File: config.mk
export PLATFORM = sky130hd
export DESIGN_NAME = iopr_top
export DESIGN_NICKNAME = d
export VERILOG_FILES = /design/src/iopr_top.v /design/src/iopr_rst_pin.v
export VERILOG_INCLUDE_DIRS = /design/src
export SDC_FILE = /design/constraint.sdc
export NUM_CORES = 1
export LEC_CHECK = 0
export ABC_CLOCK_PERIOD_IN_PS = 3500
export BUFFER_PORTS_ARGS = -buffer_cell sky130_fd_sc_hd__buf_2
export CORE_MARGIN = 2
export CORE_UTILIZATION = 53
export DETAILED_ROUTE_END_ITERATION = 8
export MAX_ROUTING_LAYER = met4
export PLACE_DENSITY_LB_ADDON = 0.08
export SYNTH_ARGS = -nofsm -noshare
export SYNTH_HDL_FRONTEND = slang
export SYNTH_HIERARCHICAL = 1
export SYNTH_SLANG_ARGS = --single-unit
export TNS_END_PERCENT = 10
File: constraint.sdc
create_clock -name clk -period 3.5 [get_ports clk]
set_clock_uncertainty 0.15 [all_clocks]
set_input_delay 0.175 -clock clk [delete_from_list [all_inputs] [get_ports clk]]
set_output_delay 0.175 -clock clk [all_outputs]
set_load 0.01 [all_outputs]
File: src/iopr_map.vh
`ifndef IOPR_MAP_VH
`define IOPR_MAP_VH
// Port latch and auxiliary register indexes; each byte address is four times its index.
`define IOPR_P0_INDEX 10'h080
`define IOPR_P1_INDEX 10'h090
`define IOPR_P2_INDEX 10'h0a0
`define IOPR_P3_INDEX 10'h0b0
`define IOPR_ADDR_AUX {`IOPR_AUX_INDEX, 2'b00}
`define IOPR_ADDR_P0 {`IOPR_P0_INDEX, 2'b00}
`define IOPR_ADDR_P1 {`IOPR_P1_INDEX, 2'b00}
`define IOPR_ADDR_P2 {`IOPR_P2_INDEX, 2'b00}
`define IOPR_ADDR_P3 {`IOPR_P3_INDEX, 2'b00}
// Byte addresses of the pin, control and status registers.
`define IOPR_ADDR_PIN0 12'h0c0
`define IOPR_ADDR_PIN1 12'h0c4
`define IOPR_ADDR_PIN2 12'h0c8
`define IOPR_ADDR_PIN3 12'h0cc
`define IOPR_ADDR_CTRL 12'h0d0
`define IOPR_ADDR_STAT 12'h0d4
// Auxiliary control register: index, reset value and field positions.
`define IOPR_AUX_INDEX 10'h08e
`define IOPR_AUX_RESET 8'h00
`define IOPR_AUX_ALE_OFF 0
`define IOPR_AUX_RTO_DIS 3
`define IOPR_AUX_MASK 8'h19
// Port latch reset value.
`define IOPR_PORT_RESET 8'hff
// Control register fields.
`define IOPR_CTRL_MASK 8'h0f
`define IOPR_CTRL_T2OUT 0
`define IOPR_CTRL_ISP 1
`define IOPR_CTRL_WDT 2
`define IOPR_CTRL_WDT_CLR 8'hfb
// Timing: oscillator periods of one machine cycle and reset figures.
`define IOPR_OSC_PER_MC 8'h0c
`define IOPR_RST_IN_MC 8'h02
`define IOPR_RST_OUT_OSC 7'h62
`define IOPR_CNT_W 7
// Bus mode values.
`define IOPR_MODE_PORT 2'h0
`define IOPR_MODE_CODE 2'h1
`define IOPR_MODE_DATA16 2'h2
`define IOPR_MODE_DATA8 2'h3
`define IOPR_HTRANS_NONSEQ 2'h2
`define IOPR_HSIZE_WORD 3'h2
`endif

File: src/iopr_top.v
`timescale 1ns/1ns
module iopr_top (
   // Clock, reset and enable
   input wire clk,
   input wire rst,
   input wire ce,
   // AHB-Lite slave
   input wire hsel,
   input wire [31:0] haddr,
   input wire [1:0] htrans,
   input wire hwrite,
   input wire [2:0] hsize,
   input wire [31:0] hwdata,
   input wire hready,
   output reg [31:0] hrdata,
   output wire hreadyout,
   output wire hresp,
   // First port pins
   input wire [7:0] p0_in,
   output reg [7:0] p0_out,
   output reg [7:0] p0_oe,
   // Second port pins
   input wire [7:0] p1_in,
   output reg [7:0] p1_out,
   output reg [7:0] p1_oe,
   // Third port pins
   input wire [7:0] p2_in,
   output reg [7:0] p2_out,
   output reg [7:0] p2_oe,
   // Fourth port pins
   input wire [7:0] p3_in,
   output reg [7:0] p3_out,
   output reg [7:0] p3_oe,
   // Reset pin
   input wire rst_pin_in,
   output wire rst_pin_out,
   output wire rst_pin_oe,
   // External memory bus from the core
   input wire [1:0] bus_mode,
   input wire bus_addr_phase,
   input wire [15:0] bus_addr,
   input wire [7:0] bus_wdata,
   input wire bus_wdata_en,
   output reg [7:0] bus_rdata,
   // Alternate function signals from the core
   input wire t2_clk_out,
   input wire isp_miso_out,
   input wire isp_miso_en,
   input wire serial_tx,
   input wire ext_wr_strobe_n,
   input wire ext_rd_strobe_n,
   input wire wdt_timeout,
   // Alternate function signals to the core
   output reg timer_two_count_input,
   output reg timer_two_trigger_input,
   output reg isp_mosi,
   output reg isp_sck,
   output reg serial_rx,
   output reg external_interrupt_zero,
   output reg external_interrupt_one,
   output reg timer_zero_input,
   output reg timer_one_input,
   output wire core_reset_req
);
`include "iopr_map.vh"
reg [7:0] aux_reg;
reg [7:0] p0_reg;
reg [7:0] p1_reg;
reg [7:0] p2_reg;
reg [7:0] p3_reg;
reg [7:0] ctrl_reg;
reg [11:0] addr_reg;
reg wr_reg;
reg rd_reg;
reg [7:0] p0_next;
reg [7:0] p0_oe_next;
reg [7:0] p1_next;
reg [7:0] p1_oe_next;
reg [7:0] p2_next;
reg [7:0] p2_oe_next;
reg [7:0] p3_next;
reg [7:0] p3_oe_next;
reg [31:0] rdata_next;
wire ext_bus;
wire take;
wire [7:0] wbyte;
wire rto_disable;
wire wdt_req;

// While the clock enable is low the bus is stalled, so no transfer is lost.
assign hreadyout = ce;
assign hresp = 1'b0;
assign take = hsel && hready && (htrans == `IOPR_HTRANS_NONSEQ) &&
   (hsize == `IOPR_HSIZE_WORD) && (haddr[1:0] == 2'b00);
assign wbyte = hwdata[7:0];
assign ext_bus = (bus_mode != `IOPR_MODE_PORT);
assign rto_disable = aux_reg[`IOPR_AUX_RTO_DIS];
assign wdt_req = wdt_timeout || ctrl_reg[`IOPR_CTRL_WDT];

// Bus register file: address phase captured, write in data phase.
always @(posedge clk) begin
   if (rst) begin
      addr_reg <= 12'h000;
      wr_reg <= 1'b0;
      rd_reg <= 1'b0;
      aux_reg <= `IOPR_AUX_RESET;
      p0_reg <= `IOPR_PORT_RESET;
      p1_reg <= `IOPR_PORT_RESET;
      p2_reg <= `IOPR_PORT_RESET;
      p3_reg <= `IOPR_PORT_RESET;
      ctrl_reg <= 8'h00;
      hrdata <= 32'h00000000;
   end else if (ce) begin
      if (hready) begin
         addr_reg <= haddr[11:0];
         wr_reg <= take && hwrite;
         rd_reg <= take && !hwrite;
      end
      hrdata <= rdata_next;
      // The watchdog test request is a one-shot and clears itself.
      ctrl_reg <= ctrl_reg & `IOPR_CTRL_WDT_CLR;
      if (wr_reg) begin
         case (addr_reg)
            `IOPR_ADDR_AUX: aux_reg <= wbyte & `IOPR_AUX_MASK;
            `IOPR_ADDR_P0: p0_reg <= wbyte;
            `IOPR_ADDR_P1: p1_reg <= wbyte;
            `IOPR_ADDR_P2: p2_reg <= wbyte;
            `IOPR_ADDR_P3: p3_reg <= wbyte;
            `IOPR_ADDR_CTRL: ctrl_reg <= wbyte & `IOPR_CTRL_MASK;
            default: ctrl_reg <= ctrl_reg & `IOPR_CTRL_WDT_CLR;
         endcase
      end
   end
end

// Read data for the data phase; unmapped addresses read as zero.
always @* begin
   rdata_next = 32'h00000000;
   if (take && !hwrite) begin
      case (haddr[11:0])
         `IOPR_ADDR_AUX: rdata_next = {24'h000000, aux_reg};
         `IOPR_ADDR_P0: rdata_next = {24'h000000, p0_reg};
         `IOPR_ADDR_P1: rdata_next = {24'h000000, p1_reg};
         `IOPR_ADDR_P2: rdata_next = {24'h000000, p2_reg};
         `IOPR_ADDR_P3: rdata_next = {24'h000000, p3_reg};
         `IOPR_ADDR_PIN0: rdata_next = {24'h000000, p0_in};
         `IOPR_ADDR_PIN1: rdata_next = {24'h000000, p1_in};
         `IOPR_ADDR_PIN2: rdata_next = {24'h000000, p2_in};
         `IOPR_ADDR_PIN3: rdata_next = {24'h000000, p3_in};
         `IOPR_ADDR_CTRL: rdata_next = {24'h000000, ctrl_reg};
         `IOPR_ADDR_STAT: rdata_next = {29'h00000000, core_reset_req, rst_pin_oe, ext_bus};
         default: rdata_next = 32'h00000000;
      endcase
   end
end

// First port: open drain as a port, pushed low byte or data on the bus.
always @* begin
   p0_next = 8'h00;
   p0_oe_next = ~p0_reg;
   if (ext_bus) begin
      if (bus_addr_phase) begin
         p0_next = bus_addr[7:0];
         p0_oe_next = 8'hff;
      end else if (bus_wdata_en) begin
         p0_next = bus_wdata;
         p0_oe_next = 8'hff;
      end else begin
         // Released to read; the programmer's pull-ups hold it on verify.
         p0_oe_next = 8'h00;
      end
   end
end

// Third port: high address byte or its own latch.
always @* begin
   p2_next = p2_reg;
   p2_oe_next = ~p2_reg;
   case (bus_mode)
      `IOPR_MODE_CODE, `IOPR_MODE_DATA16: begin
         p2_next = bus_addr[15:8];
         p2_oe_next = 8'hff;
      end
      `IOPR_MODE_DATA8: begin
         p2_next = p2_reg;
         p2_oe_next = 8'hff;
      end
      default: begin
         p2_next = p2_reg;
         p2_oe_next = ~p2_reg;
      end
   endcase
end

// Second and fourth ports: pull-up pins, alternates gated by the latch except the ISP pins.
// A pin drives only a low level, except the timer-two clock and MISO outputs; a one is left to the pull-up.
always @* begin
   p1_next = 8'h00;
   p1_oe_next = ~p1_reg;
   if (ctrl_reg[`IOPR_CTRL_T2OUT] && p1_reg[0]) begin
      p1_next[0] = t2_clk_out;
      p1_oe_next[0] = 1'b1;
   end
   if (ctrl_reg[`IOPR_CTRL_ISP]) begin
      p1_next[6] = isp_miso_out;
      p1_oe_next[6] = isp_miso_en;
      p1_oe_next[5] = 1'b0;
      p1_oe_next[7] = 1'b0;
   end
   p3_next = 8'h00;
   p3_oe_next = ~p3_reg;
   p3_oe_next[1] = !(p3_reg[1] && serial_tx);
   p3_oe_next[6] = !(p3_reg[6] && ext_wr_strobe_n);
   p3_oe_next[7] = !(p3_reg[7] && ext_rd_strobe_n);
end

// Pin outputs and alternate inputs are registered.
always @(posedge clk) begin
   if (rst) begin
      p0_out <= 8'h00;
      p0_oe <= 8'h00;
      p1_out <= 8'h00;
      p1_oe <= 8'h00;
      p2_out <= 8'h00;
      p2_oe <= 8'h00;
      p3_out <= 8'h00;
      p3_oe <= 8'h00;
      bus_rdata <= 8'h00;
      timer_two_count_input <= 1'b1;
      timer_two_trigger_input <= 1'b1;
      isp_mosi <= 1'b1;
      isp_sck <= 1'b1;
      serial_rx <= 1'b1;
      external_interrupt_zero <= 1'b1;
      external_interrupt_one <= 1'b1;
      timer_zero_input <= 1'b1;
      timer_one_input <= 1'b1;
   end else if (ce) begin
      p0_out <= p0_next;
      p0_oe <= p0_oe_next;
      p1_out <= p1_next;
      p1_oe <= p1_oe_next;
      p2_out <= p2_next;
      p2_oe <= p2_oe_next;
      p3_out <= p3_next;
      p3_oe <= p3_oe_next;
      bus_rdata <= p0_in;
      timer_two_count_input <= p1_in[0];
      timer_two_trigger_input <= p1_in[1];
      isp_mosi <= p1_in[5];
      isp_sck <= p1_in[7];
      serial_rx <= p3_in[0];
      external_interrupt_zero <= p3_in[2];
      external_interrupt_one <= p3_in[3];
      timer_zero_input <= p3_in[4];
      timer_one_input <= p3_in[5];
   end
end

iopr_rst_pin u_rst_pin (
   .clk(clk),
   .rst(rst),
   .ce(ce),
   .rst_pin_in(rst_pin_in),
   .rst_pin_out(rst_pin_out),
   .rst_pin_oe(rst_pin_oe),
   .wdt_timeout(wdt_req),
   .reset_out_disable(rto_disable),
   .core_reset_req(core_reset_req)
);
endmodule // iopr_top

File: src/iopr_rst_pin.v
`timescale 1ns/1ns
// Reset pin: input qualification and watchdog reset-out drive.
module iopr_rst_pin (
   // Clock and control
   input wire clk,
   input wire rst,
   input wire ce,
   // Pin
   input wire rst_pin_in,
   output reg rst_pin_out,
   output reg rst_pin_oe,
   // Core side
   input wire wdt_timeout,
   input wire reset_out_disable,
   output reg core_reset_req
);
`include "iopr_map.vh"
localparam [7:0] QUAL_CNT = `IOPR_OSC_PER_MC * `IOPR_RST_IN_MC;
localparam [6:0] OUT_CNT = `IOPR_RST_OUT_OSC;
reg [7:0] qual_reg;
reg [6:0] out_reg;
always @(posedge clk) begin
   if (rst) begin
      qual_reg <= 8'h00;
      out_reg <= 7'h00;
      rst_pin_out <= 1'b0;
      rst_pin_oe <= 1'b0;
      core_reset_req <= 1'b0;
   end else if (ce) begin
      // The drive we make ourselves must not be mistaken for an external reset.
      if (rst_pin_in && !rst_pin_oe) begin
         if (qual_reg != QUAL_CNT)
            qual_reg <= qual_reg + 8'h01;
      end else begin
         qual_reg <= 8'h00;
      end
      core_reset_req <= rst_pin_in && !rst_pin_oe && (qual_reg >= QUAL_CNT - 8'h01);
      if (wdt_timeout && !reset_out_disable && out_reg == 7'h00) begin
         out_reg <= OUT_CNT;
         rst_pin_out <= 1'b1;
         rst_pin_oe <= 1'b1;
      end else if (out_reg != 7'h00) begin
         out_reg <= out_reg - 7'h01;
         rst_pin_out <= (out_reg != 7'h01);
         rst_pin_oe <= (out_reg != 7'h01);
      end
   end
end
endmodule // iopr_rst_pin

==> results.json <==
{
  "postCtsResizedCells": 0,
  "number_of_buffers_created_by_cts": 17,
  "core_um2": 12500,
  "synth_enable_flop_cells": 0,
  "timing.critical_path.from_type": "flop",
  "insertion_delay_ns": 0.42,
  "floorplan.io_pins": 261,
  "run_status": "finished clean",
  "antenna_cells": 0,
  "grt_antenna_before_repair": 0,
  "ir_drop_mv": 0.377,
  "path_buf_inv": 0,
  "firstDrtPassIters": 5,
  "yosys_most_used_dff": "sky130_fd_sc_hd__dfxtp_1",
  "initial_core_utilization_pct": 53.9,
  "io_port_bufs": 177,
  "routed_wl_um": 19200,
  "syn-mean-instance-area_um2": 9.13,
  "clk_pin_slew_worst_paths_ns": 0.06,
  "layout.nets": 1111,
  "place.gp.congestion": 0.877,
  "critical_path_class": "flop to flop",
  "die_area_um2": 13700,
  "drt_first_iter_violations": 411,
  "place_hpwl_um": 13400,
  "max-cap-violations": 0,
  "grtUsageTotal_pct": 29.3,
  "synth_area_um2": 6750,
  "cp_cell_sequence": "nor4b_1 > and3_1 > nand3b_1 > mux2i_1 > nand2_1",
  "hold_violations": 0,
  "count_of_mapped_cells_out_of_synthesis": 739,
  "clock_sinks": 144,
  "slew_headroom_pct": 60.9,
  "tightest_slew_ns": 0.585,
  "max_clock_freq_ghz": 0.459,
  "worst-path-max-fanout": 9,
  "yosysWarnings": 6,
  "die_h_um": 117,
  "largest_delay_contributor_family_on_the_critical_path": "simple AND/OR/NAND/NOR gates",
  "wire_length_of_the_first_global_routing_pass_um": 29400,
  "slew_violations": 0,
  "grt_setup_unrepaired": "false",
  "setup_total_negative_slack_ns": 0,
  "netlist-cell-type-count": 70,
  "critPathCaptureType": "flop",
  "cts_htree_levels": 4,
  "crit_arrival_ns": 2.33,
  "drc": 0,
  "finalSetupViolations": 0,
  "yosys.area.top_type_share_pct": 42.7,
  "wire_per_inst_um": 16.8,
  "grt_overflow": 0,
  "final.period_utilization_pct": 62.3,
  "final_core_util_pct": 70.2,
  "number_of_flip_flops_under_the_largest_register_name": 12,
  "asyncSetResetFlopFracSynth_pct": 0,
  "layout-area-overhead-vs-synth_pct": 30.1,
  "max_buffers_root_to_sink": 2,
  "crit_required_ns": 3.65,
  "longest_individual_stage_delay_on_the_worst_path_ns": 0.44,
  "critPathSlowestCell": "sky130_fd_sc_hd__nand3b_1",
  "die_w_um": 117,
  "ys_top_cells_by_count": "144 x sky130_fd_sc_hd__dfxtp_1, 91 x sky130_fd_sc_hd__nand2_1, 91 x sky130_fd_sc_hd__nor2_1",
  "minimum_period_implied_by_the_final_worst_setup_slack_ns": 2.18,
  "ctsHoldBuffers": 69,
  "cts_tree": "built",
  "antenna_left": 0,
  "synthMostInstantiatedCell": "sky130_fd_sc_hd__dfxtp_1",
  "yosys.area.top_type": "sky130_fd_sc_hd__dfxtp_1",
  "nFillCells": 1031,
  "proportion_of_layout_cells_with_a_drive_suffix_above_1_pct": 25.1,
  "postSynthRegisterBits": 144,
  "powerDensity_nw_per_um2": 475,
  "p_leak_nw": 4.00,
  "via_count": 6232,
  "clockRootBuffer": "sky130_fd_sc_hd__clkbuf_16",
  "synth_top_cells_by_area": "sky130_fd_sc_hd__dfxtp_1 43%, sky130_fd_sc_hd__mux2i_1 9.2%, sky130_fd_sc_hd__nand2_1 5.1%",
  "hold_class": "input port to flop",
  "largest_net_degree_at_the_start_of_global_routing": 53,
  "number_of_global_route_vias_before_repair": 5925,
  "post_cts.repair.setup_buffers": 0,
  "vias_per_cell": 5.44,
  "core.rowCount": 41,
  "seq_area_frac_synth_pct": 42.7
}
-- worst register-to-register path, cell delays in order (launching register included) --
cell and delay [ns]:
sky130_fd_sc_hd__dfxtp_1 0.31, sky130_fd_sc_hd__nor4b_1 0.42, sky130_fd_sc_hd__and3_1 0.37, sky130_fd_sc_hd__nand3b_1 0.44, sky130_fd_sc_hd__mux2i_1 0.30, sky130_fd_sc_hd__nand2_1 0.07
-- layout by cell type (no fill, tap or decap), types with 6 or more instances in the layout --
cell type / instances
sky130_fd_sc_hd__a22oi_1: 11
sky130_fd_sc_hd__a22o_1: 12
sky130_fd_sc_hd__nand2b_1: 11
sky130_fd_sc_hd__o21ai_0: 7
sky130_fd_sc_hd__a211oi_1: 23
sky130_fd_sc_hd__nor2_1: 91
sky130_fd_sc_hd__buf_4: 7
sky130_fd_sc_hd__a311oi_1: 12
sky130_fd_sc_hd__dfxtp_1: 144
sky130_fd_sc_hd__a21oi_1: 25
sky130_fd_sc_hd__ha_1: 6
sky130_fd_sc_hd__conb_1: 39
sky130_fd_sc_hd__mux2i_1: 62
sky130_fd_sc_hd__nand4_1: 8
sky130_fd_sc_hd__nand3_1: 12
sky130_fd_sc_hd__buf_2: 176
sky130_fd_sc_hd__mux4_2: 10
sky130_fd_sc_hd__inv_1: 16
sky130_fd_sc_hd__a31oi_1: 6
sky130_fd_sc_hd__dlygate4sd3_1: 69
sky130_fd_sc_hd__clkbuf_16: 17
sky130_fd_sc_hd__o211ai_1: 8
sky130_fd_sc_hd__nand2_1: 91
sky130_fd_sc_hd__nor3_1: 7
-- stage by stage --
step	worst slack (ns)	hold WS (ns)	cell area, um^2	total power, W	cells
after floorplan	1.78	0.143	6890	0.00225	777
after global placement	1.30	0.229	7540	0.00240	1046
after detailed placement	1.25	0.233	7540	0.00243	1046
after CTS	1.31	0.00518	8780	0.00419	1146
after global routing	1.07	0.0213	8780	0.00435	1146
final	1.32	0.00335	8780	0.00417	1146
-- where the power goes --
group	switching, W	leakage, nW	total, W	internal [W]
Clock	0.000710	0.278	0.00171	0.000997
Combinational	0.000369	2.55	0.000675	0.000306
Sequential	0.0000647	1.18	0.00179	0.00173
Total	0.00114	4.00	0.00417	0.00303
-- path summary, 6_finish.rpt --
path / from / end / slack, ns / cells past startpoint
worst max-delay path: addr_reg[8]$_SDFFE_PP0P_ / p1_reg[4]$_SDFFE_PP1P_ / 1.32 / 5
worst min-delay path: bus_wdata[0] / p0_out[0]$_SDFFE_PP0P_ / 0.003 / 4
worst max register to register: addr_reg[8]$_SDFFE_PP0P_ / p1_reg[4]$_SDFFE_PP1P_ / 1.32 / 5
worst min register to register: addr_reg[11]$_SDFFE_PP0P_ / addr_reg[11]$_SDFFE_PP0P_ / 0.31 / 2
-- logic make-up after synthesis --
group,count (synthesis),share of synthesized area [%]
other,1,0.0556
DFF,144,42.7
and+or+nand+nor,266,19.2
xor gates and xnor gates,8,1.04
AOI/OAI and AO/OA,130,13.9
adders and majority gates,6,1.11
buffers and inverters,107,8.62
muxes,77,13.4
-- final cells by class --
cell class	instances	area, um^2	share of cell area (%)
clock buffers	19	443	5.04
clock inverters	12	111	1.27
inverters	21	78.8	0.897
multi-input cells	526	3430	39.0
flip-flops and latches	144	2880	32.8
well taps	172	215	2.45
repair buffers	252	1620	18.5
-- metal layers --
layer / GRT usage [%] / part of all wire [%]
met4: 11.1 / 2.7
met3: 6.54 / 7.2
met1: 36.3 / 42
met2: 46.9 / 48
met5: - / 0
(Power assumes the default switching activity.)
